### src/ims_pkg.sv
// shared constants, register layouts and state types of the I2C controller
package ims_pkg;

  localparam int CLK_PERIOD_NS = 5;
  localparam int HOLD_SHORT_NS = 100;
  localparam int HOLD_LONG_NS = 300;
  // least times round up to whole clock cycles
  localparam logic [6:0] HOLD_SHORT_CYC = 7'((HOLD_SHORT_NS + CLK_PERIOD_NS - 1) / CLK_PERIOD_NS);
  localparam logic [6:0] HOLD_LONG_CYC = 7'((HOLD_LONG_NS + CLK_PERIOD_NS - 1) / CLK_PERIOD_NS);

  localparam logic [7:0] ADDR_CTRL = 8'h00;
  localparam logic [7:0] ADDR_OPTS = 8'h04;
  localparam logic [7:0] ADDR_BAUD = 8'h08;
  localparam logic [7:0] ADDR_TX = 8'h0C;
  localparam logic [7:0] ADDR_RX = 8'h10;
  localparam logic [7:0] ADDR_STAT = 8'h14;
  localparam logic [7:0] ADDR_SADDR = 8'h18;

  localparam logic [15:0] CTRL_RESET = 16'h1000;
  localparam logic [15:0] CTRL_WMASK = 16'h92FF;
  localparam logic [15:0] OPTS_RESET = 16'h0000;
  localparam logic [15:0] OPTS_WMASK = 16'h007F;
  localparam logic [15:0] BAUD_RESET = 16'h0000;
  localparam logic [15:0] BAUD_WMASK = 16'hFFFF;
  localparam logic [15:0] SADDR_RESET = 16'h0000;
  localparam logic [15:0] SADDR_WMASK = 16'h03FF;

  localparam int ST_MASTER_BUSY = 0;
  localparam int ST_RX_FULL = 1;
  localparam int ST_ACK_STATUS = 2;
  localparam int ST_START_SEEN = 3;
  localparam int ST_STOP_SEEN = 4;
  localparam int ST_SLAVE_READ = 5;
  localparam int ST_OVERFLOW = 6;
  localparam int ST_GENCALL = 7;
  localparam int ST_BUS_BUSY = 8;
  localparam int ST_SLAVE_ACTIVE = 9;
  localparam int ST_COLLISION = 10;

  localparam logic [7:0] GENERAL_CALL_ADDR = 8'h00;
  localparam logic [4:0] TEN_BIT_PREFIX = 5'h1E;
  localparam logic [3:0] DATA_BITS = 4'h8;
  localparam logic [3:0] TX_BITS = 4'h9;
  localparam logic [3:0] ACK_BITS = 4'h1;

  typedef struct packed {
    logic enable;
    logic [1:0] rsv_hi;
    logic clock_release;
    logic [1:0] rsv_mid;
    logic ten_bit;
    logic rsv_lo;
    logic general_call_enable;
    logic stretch_enable;
    logic ack_value;
    logic ack_sequence_request;
    logic receive_byte_request;
    logic stop_request;
    logic restart_request;
    logic start_request;
  } ims_ctrl_s;

  typedef struct packed {
    logic [8:0] rsv;
    logic stop_irq_enable;
    logic start_irq_enable;
    logic buffer_overwrite_enable;
    logic hold_time_select;
    logic slave_collision_detect_enable;
    logic address_hold_enable;
    logic data_hold_enable;
  } ims_opts_s;

  typedef enum logic [3:0] {M_IDLE, M_S1, M_S2, M_R1, M_R2, M_R3, M_P1, M_P2, M_P3, M_LO, M_HI} ims_mstate_e;
  typedef enum logic [1:0] {X_TX, X_RX, X_ACK} ims_xfer_e;
  typedef enum logic [2:0] {S_IDLE, S_ADDR, S_ACK, S_RXD, S_TXD, S_MACK} ims_sstate_e;

  // byte-lane write of a 16-bit register; only writable bits change
  function automatic logic [15:0] merge16(input logic [15:0] old, input logic [31:0] dat,
                                          input logic [3:0] sel, input logic [15:0] mask);
    logic [15:0] m;
    m = {{8{sel[1]}}, {8{sel[0]}}} & mask;
    return (old & ~m) | (dat[15:0] & m);
  endfunction

endpackage

### src/ims_baud.sv
// reloading baud counter that times each half period of the serial clock
`timescale 1ns/1ps
module ims_baud
  import ims_pkg::*;
(
  input wire logic clock,
  input wire logic arst_n,
  input wire logic run,
  input wire logic [15:0] reload,
  output logic tick
);

  logic [16:0] cnt;
  logic [16:0] load;

  // a half period lasts reload + 2 cycles, so the full period is twice that
  assign load = {1'b0, reload} + 17'h00001;
  assign tick = run && (cnt == 17'h00000);

  // every half period is one full count; the counter reloads on each tick
  always_ff @(posedge clock or negedge arst_n)
  begin
    if (!arst_n)
      cnt <= 17'h00000;
    else if (!run || tick)
      cnt <= load;
    else
      cnt <= cnt - 17'h00001;
  end

endmodule

### src/ims_ctrl.sv
// I2C master and slave controller with classic Wishbone register access
//
// Local design decisions: the register addresses and the Wishbone interface to the registers.
`timescale 1ns/1ps
// How it works
// - transmit write reloads and starts baud counter
// - serial clock equals clock over 2*(reload+2)
// - general call accepted only when enabled
// - stretch enable lets slave hold clock
// - ack value picks ACK or NACK
// - ack request drives ack on bus
// - receive request clocks one byte, self-clears
// - stop request makes Stop, then clears
// - restart request makes Repeated Start, clears
// - start request makes Start, then clears
// - hold select sets data hold time
// - address/data hold clears release, holds clock
// - clock held low suspends; release resumes
// - 7/10-bit addressing, arbitration, collision detect
module ims_ctrl
  import ims_pkg::*;
(
  input wire logic clock,
  input wire logic arst_n,
  input wire logic wb_cyc_i,
  input wire logic wb_stb_i,
  input wire logic wb_we_i,
  input wire logic [7:0] wb_adr_i,
  input wire logic [3:0] wb_sel_i,
  input wire logic [31:0] wb_dat_i,
  output logic [31:0] wb_dat_o,
  output logic wb_ack_o,
  input wire logic scl_i,
  output logic scl_o,
  output logic scl_oe,
  input wire logic sda_i,
  output logic sda_o,
  output logic sda_oe,
  output logic evt_master,
  output logic evt_slave,
  output logic evt_collision
);

  ims_ctrl_s ctrl, next_ctrl;
  ims_opts_s opts;
  logic [15:0] baud_reload_value, slave_address, status;
  logic [7:0] transmit_byte_register, receive_buffer, rx_data, adr;
  logic rx_full, receive_overflow_flag, bus_collision_flag, ack_status, start_seen, stop_seen, gencall_seen;
  logic wb_req, wb_wr, wb_rd, tx_write;
  ims_mstate_e m_state;
  ims_xfer_e m_xfer;
  logic [3:0] m_cnt, m_len;
  logic [7:0] m_sh;
  logic m_park, m_owner, m_scl_low, m_sda_low, m_bit, m_run, m_tick, m_last, m_coll, m_seq_done, m_done;
  ims_sstate_e s_state;
  logic [3:0] s_cnt;
  logic [7:0] s_sh;
  logic s_read, s_lo_next, s_hi_ok, s_ack_low, s_hold_ack, s_nack, s_sda_low, s_ack_drive, s_coll;
  logic s_byte_done, s_gc, s_m7, s_lo, s_hi_rd, s_part, s_full, s_take, s_upd, s_hold, s_to_tx, rel_clr;
  logic scl_prev, sda_prev, scl_rise, scl_fall, bus_start, bus_stop, bus_busy, rx_wr;
  logic [6:0] hold_cnt;

  // ---------------- Wishbone slave: one wait state, ack for one cycle ----------------
  assign adr = {wb_adr_i[7:2], 2'b00};
  assign wb_req = wb_cyc_i && wb_stb_i && !wb_ack_o;
  assign wb_wr = wb_req && wb_we_i;
  assign wb_rd = wb_req && !wb_we_i;
  assign tx_write = wb_wr && (adr == ADDR_TX) && wb_sel_i[0];

  always_comb
  begin
    status = 16'h0000;
    status[ST_MASTER_BUSY] = (m_state != M_IDLE);
    status[ST_RX_FULL] = rx_full;
    status[ST_ACK_STATUS] = ack_status;
    status[ST_START_SEEN] = start_seen;
    status[ST_STOP_SEEN] = stop_seen;
    status[ST_SLAVE_READ] = s_read;
    status[ST_OVERFLOW] = receive_overflow_flag;
    status[ST_GENCALL] = gencall_seen;
    status[ST_BUS_BUSY] = bus_busy;
    status[ST_SLAVE_ACTIVE] = (s_state != S_IDLE);
    status[ST_COLLISION] = bus_collision_flag;
  end

  always_ff @(posedge clock or negedge arst_n)
  begin
    if (!arst_n)
    begin
      wb_ack_o <= 1'b0;
      wb_dat_o <= 32'h00000000;
    end
    else
    begin
      wb_ack_o <= wb_req;
      if (wb_rd)
        unique case (adr)
          ADDR_CTRL: wb_dat_o <= {16'h0000, ctrl};
          ADDR_OPTS: wb_dat_o <= {16'h0000, opts};
          ADDR_BAUD: wb_dat_o <= {16'h0000, baud_reload_value};
          ADDR_TX: wb_dat_o <= {24'h000000, transmit_byte_register};
          ADDR_RX: wb_dat_o <= {24'h000000, receive_buffer};
          ADDR_STAT: wb_dat_o <= {16'h0000, status};
          ADDR_SADDR: wb_dat_o <= {16'h0000, slave_address};
          default: wb_dat_o <= 32'h00000000;
        endcase
    end
  end

  always_comb
  begin
    next_ctrl = ctrl;
    if (wb_wr && adr == ADDR_CTRL)
      next_ctrl = ims_ctrl_s'(merge16(ctrl, wb_dat_i, wb_sel_i, CTRL_WMASK));
    if (m_seq_done || m_coll)
    begin
      next_ctrl.start_request = 1'b0;
      next_ctrl.restart_request = 1'b0;
    end
    if ((m_tick && m_state == M_P3) || m_coll)
      next_ctrl.stop_request = 1'b0;
    if ((m_done && m_xfer == X_RX) || m_coll)
      next_ctrl.receive_byte_request = 1'b0;
    if ((m_done && m_xfer == X_ACK) || m_coll)
      next_ctrl.ack_sequence_request = 1'b0;
    if (rel_clr)
      next_ctrl.clock_release = 1'b0;
  end

  always_ff @(posedge clock or negedge arst_n)
  begin
    if (!arst_n)
    begin
      ctrl <= ims_ctrl_s'(CTRL_RESET);
      opts <= ims_opts_s'(OPTS_RESET);
      baud_reload_value <= BAUD_RESET;
      slave_address <= SADDR_RESET;
      transmit_byte_register <= 8'h00;
    end
    else
    begin
      ctrl <= next_ctrl;
      if (wb_wr && adr == ADDR_OPTS)
        opts <= ims_opts_s'(merge16(opts, wb_dat_i, wb_sel_i, OPTS_WMASK));
      if (wb_wr && adr == ADDR_BAUD)
        baud_reload_value <= merge16(baud_reload_value, wb_dat_i, wb_sel_i, BAUD_WMASK);
      if (wb_wr && adr == ADDR_SADDR)
        slave_address <= merge16(slave_address, wb_dat_i, wb_sel_i, SADDR_WMASK);
      if (tx_write)
        transmit_byte_register <= wb_dat_i[7:0];
    end
  end

  // sticky flags: a hardware set in the cycle of a clear wins
  assign rx_wr = (m_done && m_xfer == X_RX) || s_upd;
  assign rx_data = (m_done && m_xfer == X_RX) ? {m_sh[6:0], sda_i} : s_sh;

  always_ff @(posedge clock or negedge arst_n)
  begin
    if (!arst_n)
    begin
      receive_buffer <= 8'h00;
      rx_full <= 1'b0;
      receive_overflow_flag <= 1'b0;
      bus_collision_flag <= 1'b0;
      start_seen <= 1'b0;
      stop_seen <= 1'b0;
      gencall_seen <= 1'b0;
    end
    else
    begin
      if (rx_wr)
        receive_buffer <= rx_data;
      if (rx_wr)
        rx_full <= 1'b1;
      else if (wb_rd && adr == ADDR_RX)
        rx_full <= 1'b0;
      if (((m_done && m_xfer == X_RX) || s_take) && rx_full)
        receive_overflow_flag <= 1'b1;
      else if (wb_wr && adr == ADDR_STAT && wb_sel_i[0] && wb_dat_i[ST_OVERFLOW])
        receive_overflow_flag <= 1'b0;
      if (m_coll || s_coll)
        bus_collision_flag <= 1'b1;
      else if (wb_wr && adr == ADDR_STAT && wb_sel_i[1] && wb_dat_i[ST_COLLISION])
        bus_collision_flag <= 1'b0;
      if (bus_start)
        start_seen <= 1'b1;
      else if (wb_wr && adr == ADDR_STAT && wb_sel_i[0] && wb_dat_i[ST_START_SEEN])
        start_seen <= 1'b0;
      if (bus_stop)
        stop_seen <= 1'b1;
      else if (wb_wr && adr == ADDR_STAT && wb_sel_i[0] && wb_dat_i[ST_STOP_SEEN])
        stop_seen <= 1'b0;
      if (s_take && s_gc)
        gencall_seen <= 1'b1;
      else if (wb_wr && adr == ADDR_STAT && wb_sel_i[0] && wb_dat_i[ST_GENCALL])
        gencall_seen <= 1'b0;
    end
  end

  // ---------------- bus watch: conditions and edges ----------------
  assign scl_rise = !scl_prev && scl_i;
  assign scl_fall = scl_prev && !scl_i;
  assign bus_start = scl_i && scl_prev && sda_prev && !sda_i;
  assign bus_stop = scl_i && scl_prev && !sda_prev && sda_i;

  always_ff @(posedge clock or negedge arst_n)
  begin
    if (!arst_n)
    begin
      scl_prev <= 1'b1;
      sda_prev <= 1'b1;
      bus_busy <= 1'b0;
    end
    else
    begin
      scl_prev <= scl_i;
      sda_prev <= sda_i;
      if (bus_start)
        bus_busy <= 1'b1;
      else if (bus_stop)
        bus_busy <= 1'b0;
    end
  end

  // ---------------- master sequencer ----------------
  ims_baud u_baud (
    .clock(clock),
    .arst_n(arst_n),
    .run(m_run),
    .reload(baud_reload_value),
    .tick(m_tick)
  );

  assign m_len = (m_xfer == X_TX) ? TX_BITS : ((m_xfer == X_RX) ? DATA_BITS : ACK_BITS);
  assign m_last = (m_cnt == m_len - 4'h1);
  assign m_bit = (m_xfer == X_TX) ? (m_cnt >= DATA_BITS || m_sh[7]) : ((m_xfer == X_RX) || ctrl.ack_value);
  // a released clock held low by another party stops the count
  // our own pull is registered, so its last cycle still counts and a half period stays reload + 2
  assign m_run = (m_state != M_IDLE) && (m_scl_low || scl_oe || scl_i);
  assign m_seq_done = m_tick && (m_state == M_S2);
  assign m_done = m_tick && (m_state == M_HI) && m_last;
  // arbitration lost while sending a one, or start asked on a bus owned by another master
  assign m_coll = (m_tick && m_state == M_HI && m_xfer == X_TX && m_cnt < DATA_BITS && !sda_oe && !sda_i)
               || (m_state == M_IDLE && ctrl.start_request && bus_busy && !m_owner);

  always_comb
  begin
    m_scl_low = 1'b0;
    m_sda_low = 1'b0;
    unique case (m_state)
      M_IDLE: m_scl_low = m_park;
      M_S1: m_sda_low = 1'b1;
      M_S2:
      begin
        m_scl_low = 1'b1;
        m_sda_low = 1'b1;
      end
      M_R1: m_scl_low = 1'b1;
      M_R2: m_sda_low = 1'b0;
      M_R3: m_sda_low = 1'b1;
      M_P1:
      begin
        m_scl_low = 1'b1;
        m_sda_low = 1'b1;
      end
      M_P2: m_sda_low = 1'b1;
      M_P3: m_sda_low = 1'b0;
      M_LO:
      begin
        m_scl_low = 1'b1;
        m_sda_low = !m_bit;
      end
      M_HI: m_sda_low = !m_bit;
    endcase
  end

  always_ff @(posedge clock or negedge arst_n)
  begin
    if (!arst_n)
    begin
      m_state <= M_IDLE;
      m_xfer <= X_TX;
      m_cnt <= 4'h0;
      m_sh <= 8'h00;
      m_park <= 1'b0;
      m_owner <= 1'b0;
      ack_status <= 1'b0;
    end
    else if (!ctrl.enable || m_coll)
    begin
      m_state <= M_IDLE;
      m_park <= 1'b0;
      m_owner <= 1'b0;
    end
    else
      unique case (m_state)
        M_IDLE:
        begin
          m_cnt <= 4'h0;
          if (ctrl.stop_request)
            m_state <= M_P1;
          else if (ctrl.restart_request)
            m_state <= M_R1;
          else if (ctrl.start_request)
            m_state <= M_S1;
          else if (ctrl.ack_sequence_request)
          begin
            m_xfer <= X_ACK;
            m_state <= M_LO;
          end
          else if (ctrl.receive_byte_request)
          begin
            m_xfer <= X_RX;
            m_state <= M_LO;
          end
          else if (tx_write && m_owner)
          begin
            m_xfer <= X_TX;
            m_sh <= wb_dat_i[7:0];
            m_state <= M_LO; // leaving idle starts the baud count
          end
        end
        M_S1: if (m_tick) m_state <= M_S2;
        M_S2:
          if (m_tick)
          begin
            m_state <= M_IDLE;
            m_park <= 1'b1;
            m_owner <= 1'b1;
          end
        M_R1: if (m_tick) m_state <= M_R2;
        M_R2: if (m_tick) m_state <= M_R3;
        M_R3: if (m_tick) m_state <= M_S2;
        M_P1: if (m_tick) m_state <= M_P2;
        M_P2: if (m_tick) m_state <= M_P3;
        M_P3:
          if (m_tick)
          begin
            m_state <= M_IDLE;
            m_park <= 1'b0;
            m_owner <= 1'b0;
          end
        M_LO: if (m_tick) m_state <= M_HI;
        M_HI:
          if (m_tick)
          begin
            if (m_xfer != X_ACK && m_cnt < DATA_BITS)
              m_sh <= {m_sh[6:0], sda_i};
            if (m_xfer == X_TX && m_cnt == DATA_BITS)
              ack_status <= sda_i;
            m_cnt <= m_cnt + 4'h1;
            m_state <= m_last ? M_IDLE : M_LO;
          end
      endcase
  end

  // ---------------- slave engine ----------------
  assign s_byte_done = scl_fall && s_cnt == DATA_BITS && (s_state == S_ADDR || s_state == S_RXD);
  assign s_gc = ctrl.general_call_enable && s_sh == GENERAL_CALL_ADDR && !s_lo_next;
  assign s_m7 = !ctrl.ten_bit && s_sh[7:1] == slave_address[6:0];
  assign s_lo = s_lo_next && s_sh == slave_address[7:0];
  assign s_hi_rd = ctrl.ten_bit && s_hi_ok && s_sh == {TEN_BIT_PREFIX, slave_address[9:8], 1'b1};
  assign s_part = ctrl.ten_bit && !s_lo_next && s_sh == {TEN_BIT_PREFIX, slave_address[9:8], 1'b0};
  assign s_full = s_gc || s_m7 || s_lo || s_hi_rd;
  assign s_take = s_byte_done && (s_state == S_RXD || s_full || s_part);
  assign s_upd = s_take && (opts.buffer_overwrite_enable || !receive_overflow_flag);
  assign s_hold = (s_state == S_ADDR) ? opts.address_hold_enable : opts.data_hold_enable;
  assign s_ack_drive = s_hold_ack ? !ctrl.ack_value : s_ack_low;
  assign s_to_tx = scl_fall && ((s_state == S_ACK && s_ack_drive && s_read && !s_lo_next)
                             || (s_state == S_MACK && !s_nack));
  assign rel_clr = (s_to_tx && ctrl.stretch_enable) || (s_take && s_hold);
  assign s_coll = opts.slave_collision_detect_enable && scl_rise && (s_state == S_TXD || s_state == S_ACK)
               && !sda_oe && !sda_i;
  assign s_sda_low = (s_state == S_ACK) ? s_ack_drive
                   : ((s_state == S_TXD) && s_cnt < DATA_BITS && !transmit_byte_register[3'(4'h7 - s_cnt)]);

  always_ff @(posedge clock or negedge arst_n)
  begin
    if (!arst_n)
    begin
      s_state <= S_IDLE;
      s_cnt <= 4'h0;
      s_sh <= 8'h00;
      s_read <= 1'b0;
      s_lo_next <= 1'b0;
      s_hi_ok <= 1'b0;
      s_ack_low <= 1'b0;
      s_hold_ack <= 1'b0;
      s_nack <= 1'b0;
    end
    else if (!ctrl.enable || bus_stop)
    begin
      s_state <= S_IDLE;
      s_lo_next <= 1'b0;
      s_hi_ok <= 1'b0;
    end
    else if (bus_start)
    begin
      s_state <= S_ADDR;
      s_cnt <= 4'h0;
      s_lo_next <= 1'b0;
    end
    else if (s_coll)
      s_state <= S_IDLE;
    else if (scl_rise)
    begin
      if (s_state == S_ADDR || s_state == S_RXD)
        s_sh <= {s_sh[6:0], sda_i};
      if (s_state == S_ADDR || s_state == S_RXD || s_state == S_TXD)
        s_cnt <= s_cnt + 4'h1;
      if (s_state == S_MACK)
        s_nack <= sda_i;
    end
    else if (scl_fall)
      unique case (s_state)
        S_ADDR, S_RXD:
          if (s_cnt == DATA_BITS)
          begin
            s_state <= s_take ? S_ACK : S_IDLE;
            s_ack_low <= s_upd;
            s_hold_ack <= s_hold;
            if (s_state == S_ADDR && s_take)
            begin
              s_read <= s_sh[0] && !s_gc;
              s_lo_next <= s_part;
              if (s_lo)
                s_hi_ok <= 1'b1;
            end
          end
        S_ACK:
        begin
          s_cnt <= 4'h0;
          if (!s_ack_drive)
            s_state <= S_IDLE;
          else if (s_lo_next)
            s_state <= S_ADDR;
          else
            s_state <= s_read ? S_TXD : S_RXD;
        end
        S_TXD: if (s_cnt == DATA_BITS) s_state <= S_MACK;
        S_MACK:
        begin
          s_cnt <= 4'h0;
          s_state <= s_nack ? S_IDLE : S_TXD;
        end
        default: ;
      endcase
  end

  // ---------------- pin drivers and events ----------------
  assign scl_o = 1'b0;
  assign sda_o = 1'b0;

  always_ff @(posedge clock or negedge arst_n)
  begin
    if (!arst_n)
    begin
      scl_oe <= 1'b0;
      sda_oe <= 1'b0;
      hold_cnt <= 7'h00;
      evt_master <= 1'b0;
      evt_slave <= 1'b0;
      evt_collision <= 1'b0;
    end
    else
    begin
      // the master pulls the clock as its state asks; the slave holds it low until software releases it
      scl_oe <= ctrl.enable && (m_scl_low || (s_state != S_IDLE && !ctrl.clock_release));
      if (scl_fall)
        hold_cnt <= opts.hold_time_select ? HOLD_LONG_CYC : HOLD_SHORT_CYC;
      else if (hold_cnt != 7'h00)
        hold_cnt <= hold_cnt - 7'h01;
      // data may change only after the hold time with the clock low, except in start/stop edges
      if (!ctrl.enable)
        sda_oe <= 1'b0;
      else if ((!scl_i && !scl_fall && hold_cnt == 7'h00) || m_state == M_S1 || m_state == M_R3 || m_state == M_P3)
        sda_oe <= m_sda_low || s_sda_low;
      evt_master <= m_seq_done || (m_tick && m_state == M_P3) || m_done;
      evt_slave <= (s_take && (s_full || s_state == S_RXD)) || (scl_fall && s_state == S_MACK)
                || (bus_start && opts.start_irq_enable)
                || (bus_stop && opts.stop_irq_enable);
      evt_collision <= m_coll || s_coll;
    end
  end

endmodule

### config.mk
export PLATFORM = sky130hd
export DESIGN_NAME = ims_ctrl
export DESIGN_NICKNAME = d
export VERILOG_FILES = /design/src/ims_pkg.sv /design/src/ims_baud.sv /design/src/ims_ctrl.sv
export SDC_FILE = /design/constraint.sdc
export NUM_CORES = 1
export LEC_CHECK = 0
export BUFFER_PORTS_ARGS = -buffer_cell sky130_fd_sc_hd__buf_4
export CORE_AREA = 2 2 135 137
export CTS_BUF_LIST = sky130_fd_sc_hd__clkbuf_4 sky130_fd_sc_hd__clkbuf_8
export CTS_CLUSTER_SIZE = 30
export DETAILED_ROUTE_END_ITERATION = 6
export DIE_AREA = 0 0 137 139
export GPL_ROUTABILITY_DRIVEN = 0
export HOLD_SLACK_MARGIN = 0.03
export PLACE_DENSITY_LB_ADDON = 0.25
export SLEW_MARGIN = 25
export SYNTH_ARGS = -nofsm -noshare
export SYNTH_HDL_FRONTEND = slang
export SYNTH_HIERARCHICAL = 1
export SYNTH_SLANG_ARGS = --single-unit
### constraint.sdc
create_clock -name clock -period 7.5 [get_ports clock]
set_input_delay 2.25 -clock clock [delete_from_list [all_inputs] [get_ports clock]]
set_output_delay 2.25 -clock clock [all_outputs]
set_load 0.05 [all_outputs]
==> reports/metrics.yaml <==
numCtsBuffers: 17
ctsResizeCount: 0
grt_pass1_wl_mm: 36.1
drv_slew: 0
die_y_um: 139
powerDensity_nw_per_um2: 246
synth_cell_types: 88
cp_top_family: "simple AND/OR/NAND/NOR gates"
power_frac_comb_pct: 27.5
place_area_um2: 9420
clock-sinks: 156
hold_buffers: 0
relSlewSlack_pct: 41.3
wire_per_inst_um: 20.1
synthTopCellsByArea: "dfrtp_1, mux2_2, xor2_1, mux2i_1, nor2_1"
antenna_found_initial: 0
cts_setup_buffers: 0
port_buffers: 52
critical-path-max-stage-delay_ps: 560
synth-async-reset-ratio_pct: 100
dp_slack_ps: 2120
ys_seq_area_share_pct: 43.5
syn_inst: 855
ir_drop_v: 0.000193
ys.flop_type: "dfrtp_1"
design.core.area_um2: 17700
rsz0062_at_grt: "no"
yosys.area.top_type: "dfrtp_1"
path_cells: "buf_4 -> nor2_1 -> a21oi_1 -> inv_1 -> nor3_1 -> nor3b_1 -> nand3_2 -> o32ai_4 -> nor2_4 -> and4_4 -> mux2_4"
cts_tree: "yes"
drt_drc_violations_left: 0
finalHoldViolations: 0
cts.clk_slew.worst_paths_ps: 90
n_antenna_cell: 0
cp.required_ps: 7860
crit_arrival_ps: 5270
ys_ff_latch: 156
die_area_um2: 19000
synth_warnings: 6
worst_slack_ps: 2590
viasPerCell: 6.01
p_int_mw: 1.50
power_frac_clock_pct: 26.4
clk_latency_ps: 470
setup_viol: 0
fin_nets: 950
max_freq_ghz: 0.204
grt_pass1_vias: 6444
synth_top_area_share_pct: 42.6
design_area_um2: 9810
synth_enable_flop_cells: 0
start_util_pct: 50.9
root_buffer: "clkbuf_8"
dp_hpwl_mm: 16.4
cts.path.max_buffers: 2
final_layout_size_suffix_gt1_share_pct: 22.6
fillers: 1597
synth.top_cells.by_count: "dfrtp_1, nor2_1, mux2_2, nand2_1, a21oi_1"
routed_wl_mm: 22.7
grt_max_degree: 84
dp_cells: 1097
track_usage_pct: 24.9
htreeDepth: 4
num_rows: 49
p_sw_mw: 0.914
area_growth_pct: 9.09
cap_viol_max_count: 0
fin_skew_ps: 12.8
cp-start-kind: "input port"
ant_nets: 0
cellLeakagePower_nw: 4.45
tightest_slew_ps: 876
critical_path_class: "input port to flop"
via_count: 6786
regArea_um2: 3910
fin_crit_ps: 4910
drt_iter0_drc: 560
hold_class: "flop to flop"
finalCritPeriodShare_pct: 65.5
crit_fanout: 9
multi_input_area_um2: 4700
io_pins: 91
fin_cells: 1129
run_status: "complete, no violations"
share_seq_of_total_power_pct: 46.1
drt_first_pass_iters: 5
die_width_um: 137
grt_overflow: 0
critPathSlowestCell: "o32ai_4"
netlist_area_um2: 8990
syn_avg_cell_area_um2: 10.5
swShare_pct: 37.8
critPathBufInv: 2
cp-end-kind: "flop"
final.setup.tns_ps: 0
synth.most_common_cell: "dfrtp_1"
## per-stage QoR
| stage | utilization, % | hold slack [ps] | power (mW) |
|---|---|---|---|
| 3_5_place_dp | 53.3 | 468 | 1.79 |
| 4_1_cts | 55.5 | 488 | 2.42 |
| 3_3_place_gp | 53.3 | 463 | 1.78 |
| 2_1_floorplan | - | 445 | 1.63 |
| 6_report | 55.5 | 485 | 2.42 |
| 5_1_grt | 55.5 | 501 | 2.56 |
## power by group through the flow
| stage | clock [mW] | combinational, mW | sequential, mW |
|---|---|---|---|
| after floorplan | 0 | 0.582 | 1.05 |
| after global placement | 0 | 0.653 | 1.13 |
| after detailed placement | 0 | 0.662 | 1.13 |
| after CTS | 0.649 | 0.665 | 1.11 |
| after global routing | 0.685 | 0.743 | 1.13 |
| final | 0.637 | 0.664 | 1.12 |
## layout make-up
type / instances / area share [%]
clock buffers: 17 / 2.39
clock inverters: 15 / 1.59
inverters: 30 / 1.15
multi-input cells: 629 / 48.0
flip-flops and latches: 156 / 39.8
well taps: 229 / 2.92
repair buffers: 53 / 4.13
## metal layers
layer / up-vias / wire [um] / part of all wire (%) / global-route usage [%]
li1: 3131 / - / - / -
met2: 233 / 10800 / 48 / 39.3
met5: - / 0 / 0 / 0
met3: 35 / 1350 / 5.9 / 5.74
met4: 0 / 426 / 1.9 / 6.24
met1: 3387 / 10100 / 44 / 34.6
## kinds of logic after synthesis
family,synth area share (%)
flops,43.5
other cells,0.0417
mux,14.7
fa+ha+maj,1.67
simple gates,17.8
xor+xnor,4.97
compound gates,12.5
buf+inv,4.91
## cell usage in the layout (no fill, tap or decap), types with 5 or more instances in the layout
cell type,netlist,routed
nand2_1,62,62
o21ai_1,6,6
a21o_1,8,8
nand3_1,22,22
inv_1,30,30
and2_1,5,5
dfrtp_1,153,153
mux2_1,9,9
mux4_2,7,7
xnor2_1,22,22
a21oi_1,40,40
a221oi_1,8,8
o31ai_1,7,7
mux2_4,8,8
nor3b_1,8,8
o21ai_0,39,39
xor2_1,29,29
nor4_4,5,5
nor2_1,63,63
clkbuf_8,0,17
nand3b_1,5,5
nor4_1,5,5
buf_4,18,51
nor3_1,18,18
nand2b_1,9,9
conb_1,1,18
mux2_2,62,62
ha_1,12,12
mux2i_1,24,24
nand4_1,9,9
nor2b_1,16,16
a22o_1,7,7
a22oi_1,7,7
## worst paths after layout
path	from	endpoint	slack [ps]	depth (start not counted)
worst min-delay path	wb_dat_o[9]$_DFFE_PN0P_	wb_dat_o[9]$_DFFE_PN0P_	480	1
worst max-delay path	scl_i	m_sh[7]$_DFFE_PN0P_	2590	11
worst max register to register	m_state[1]$_DFFE_PN0P_	m_sh[7]$_DFFE_PN0P_	3220	12
min in group asynchronous	arst_n	m_state[0]$_DFFE_PN0P_	1790	1
max in group asynchronous	arst_n	wb_dat_o[1]$_DFFE_PN0P_	4530	2
worst min register to register	wb_dat_o[9]$_DFFE_PN0P_	wb_dat_o[9]$_DFFE_PN0P_	480	1
(Power assumes the default switching activity.)
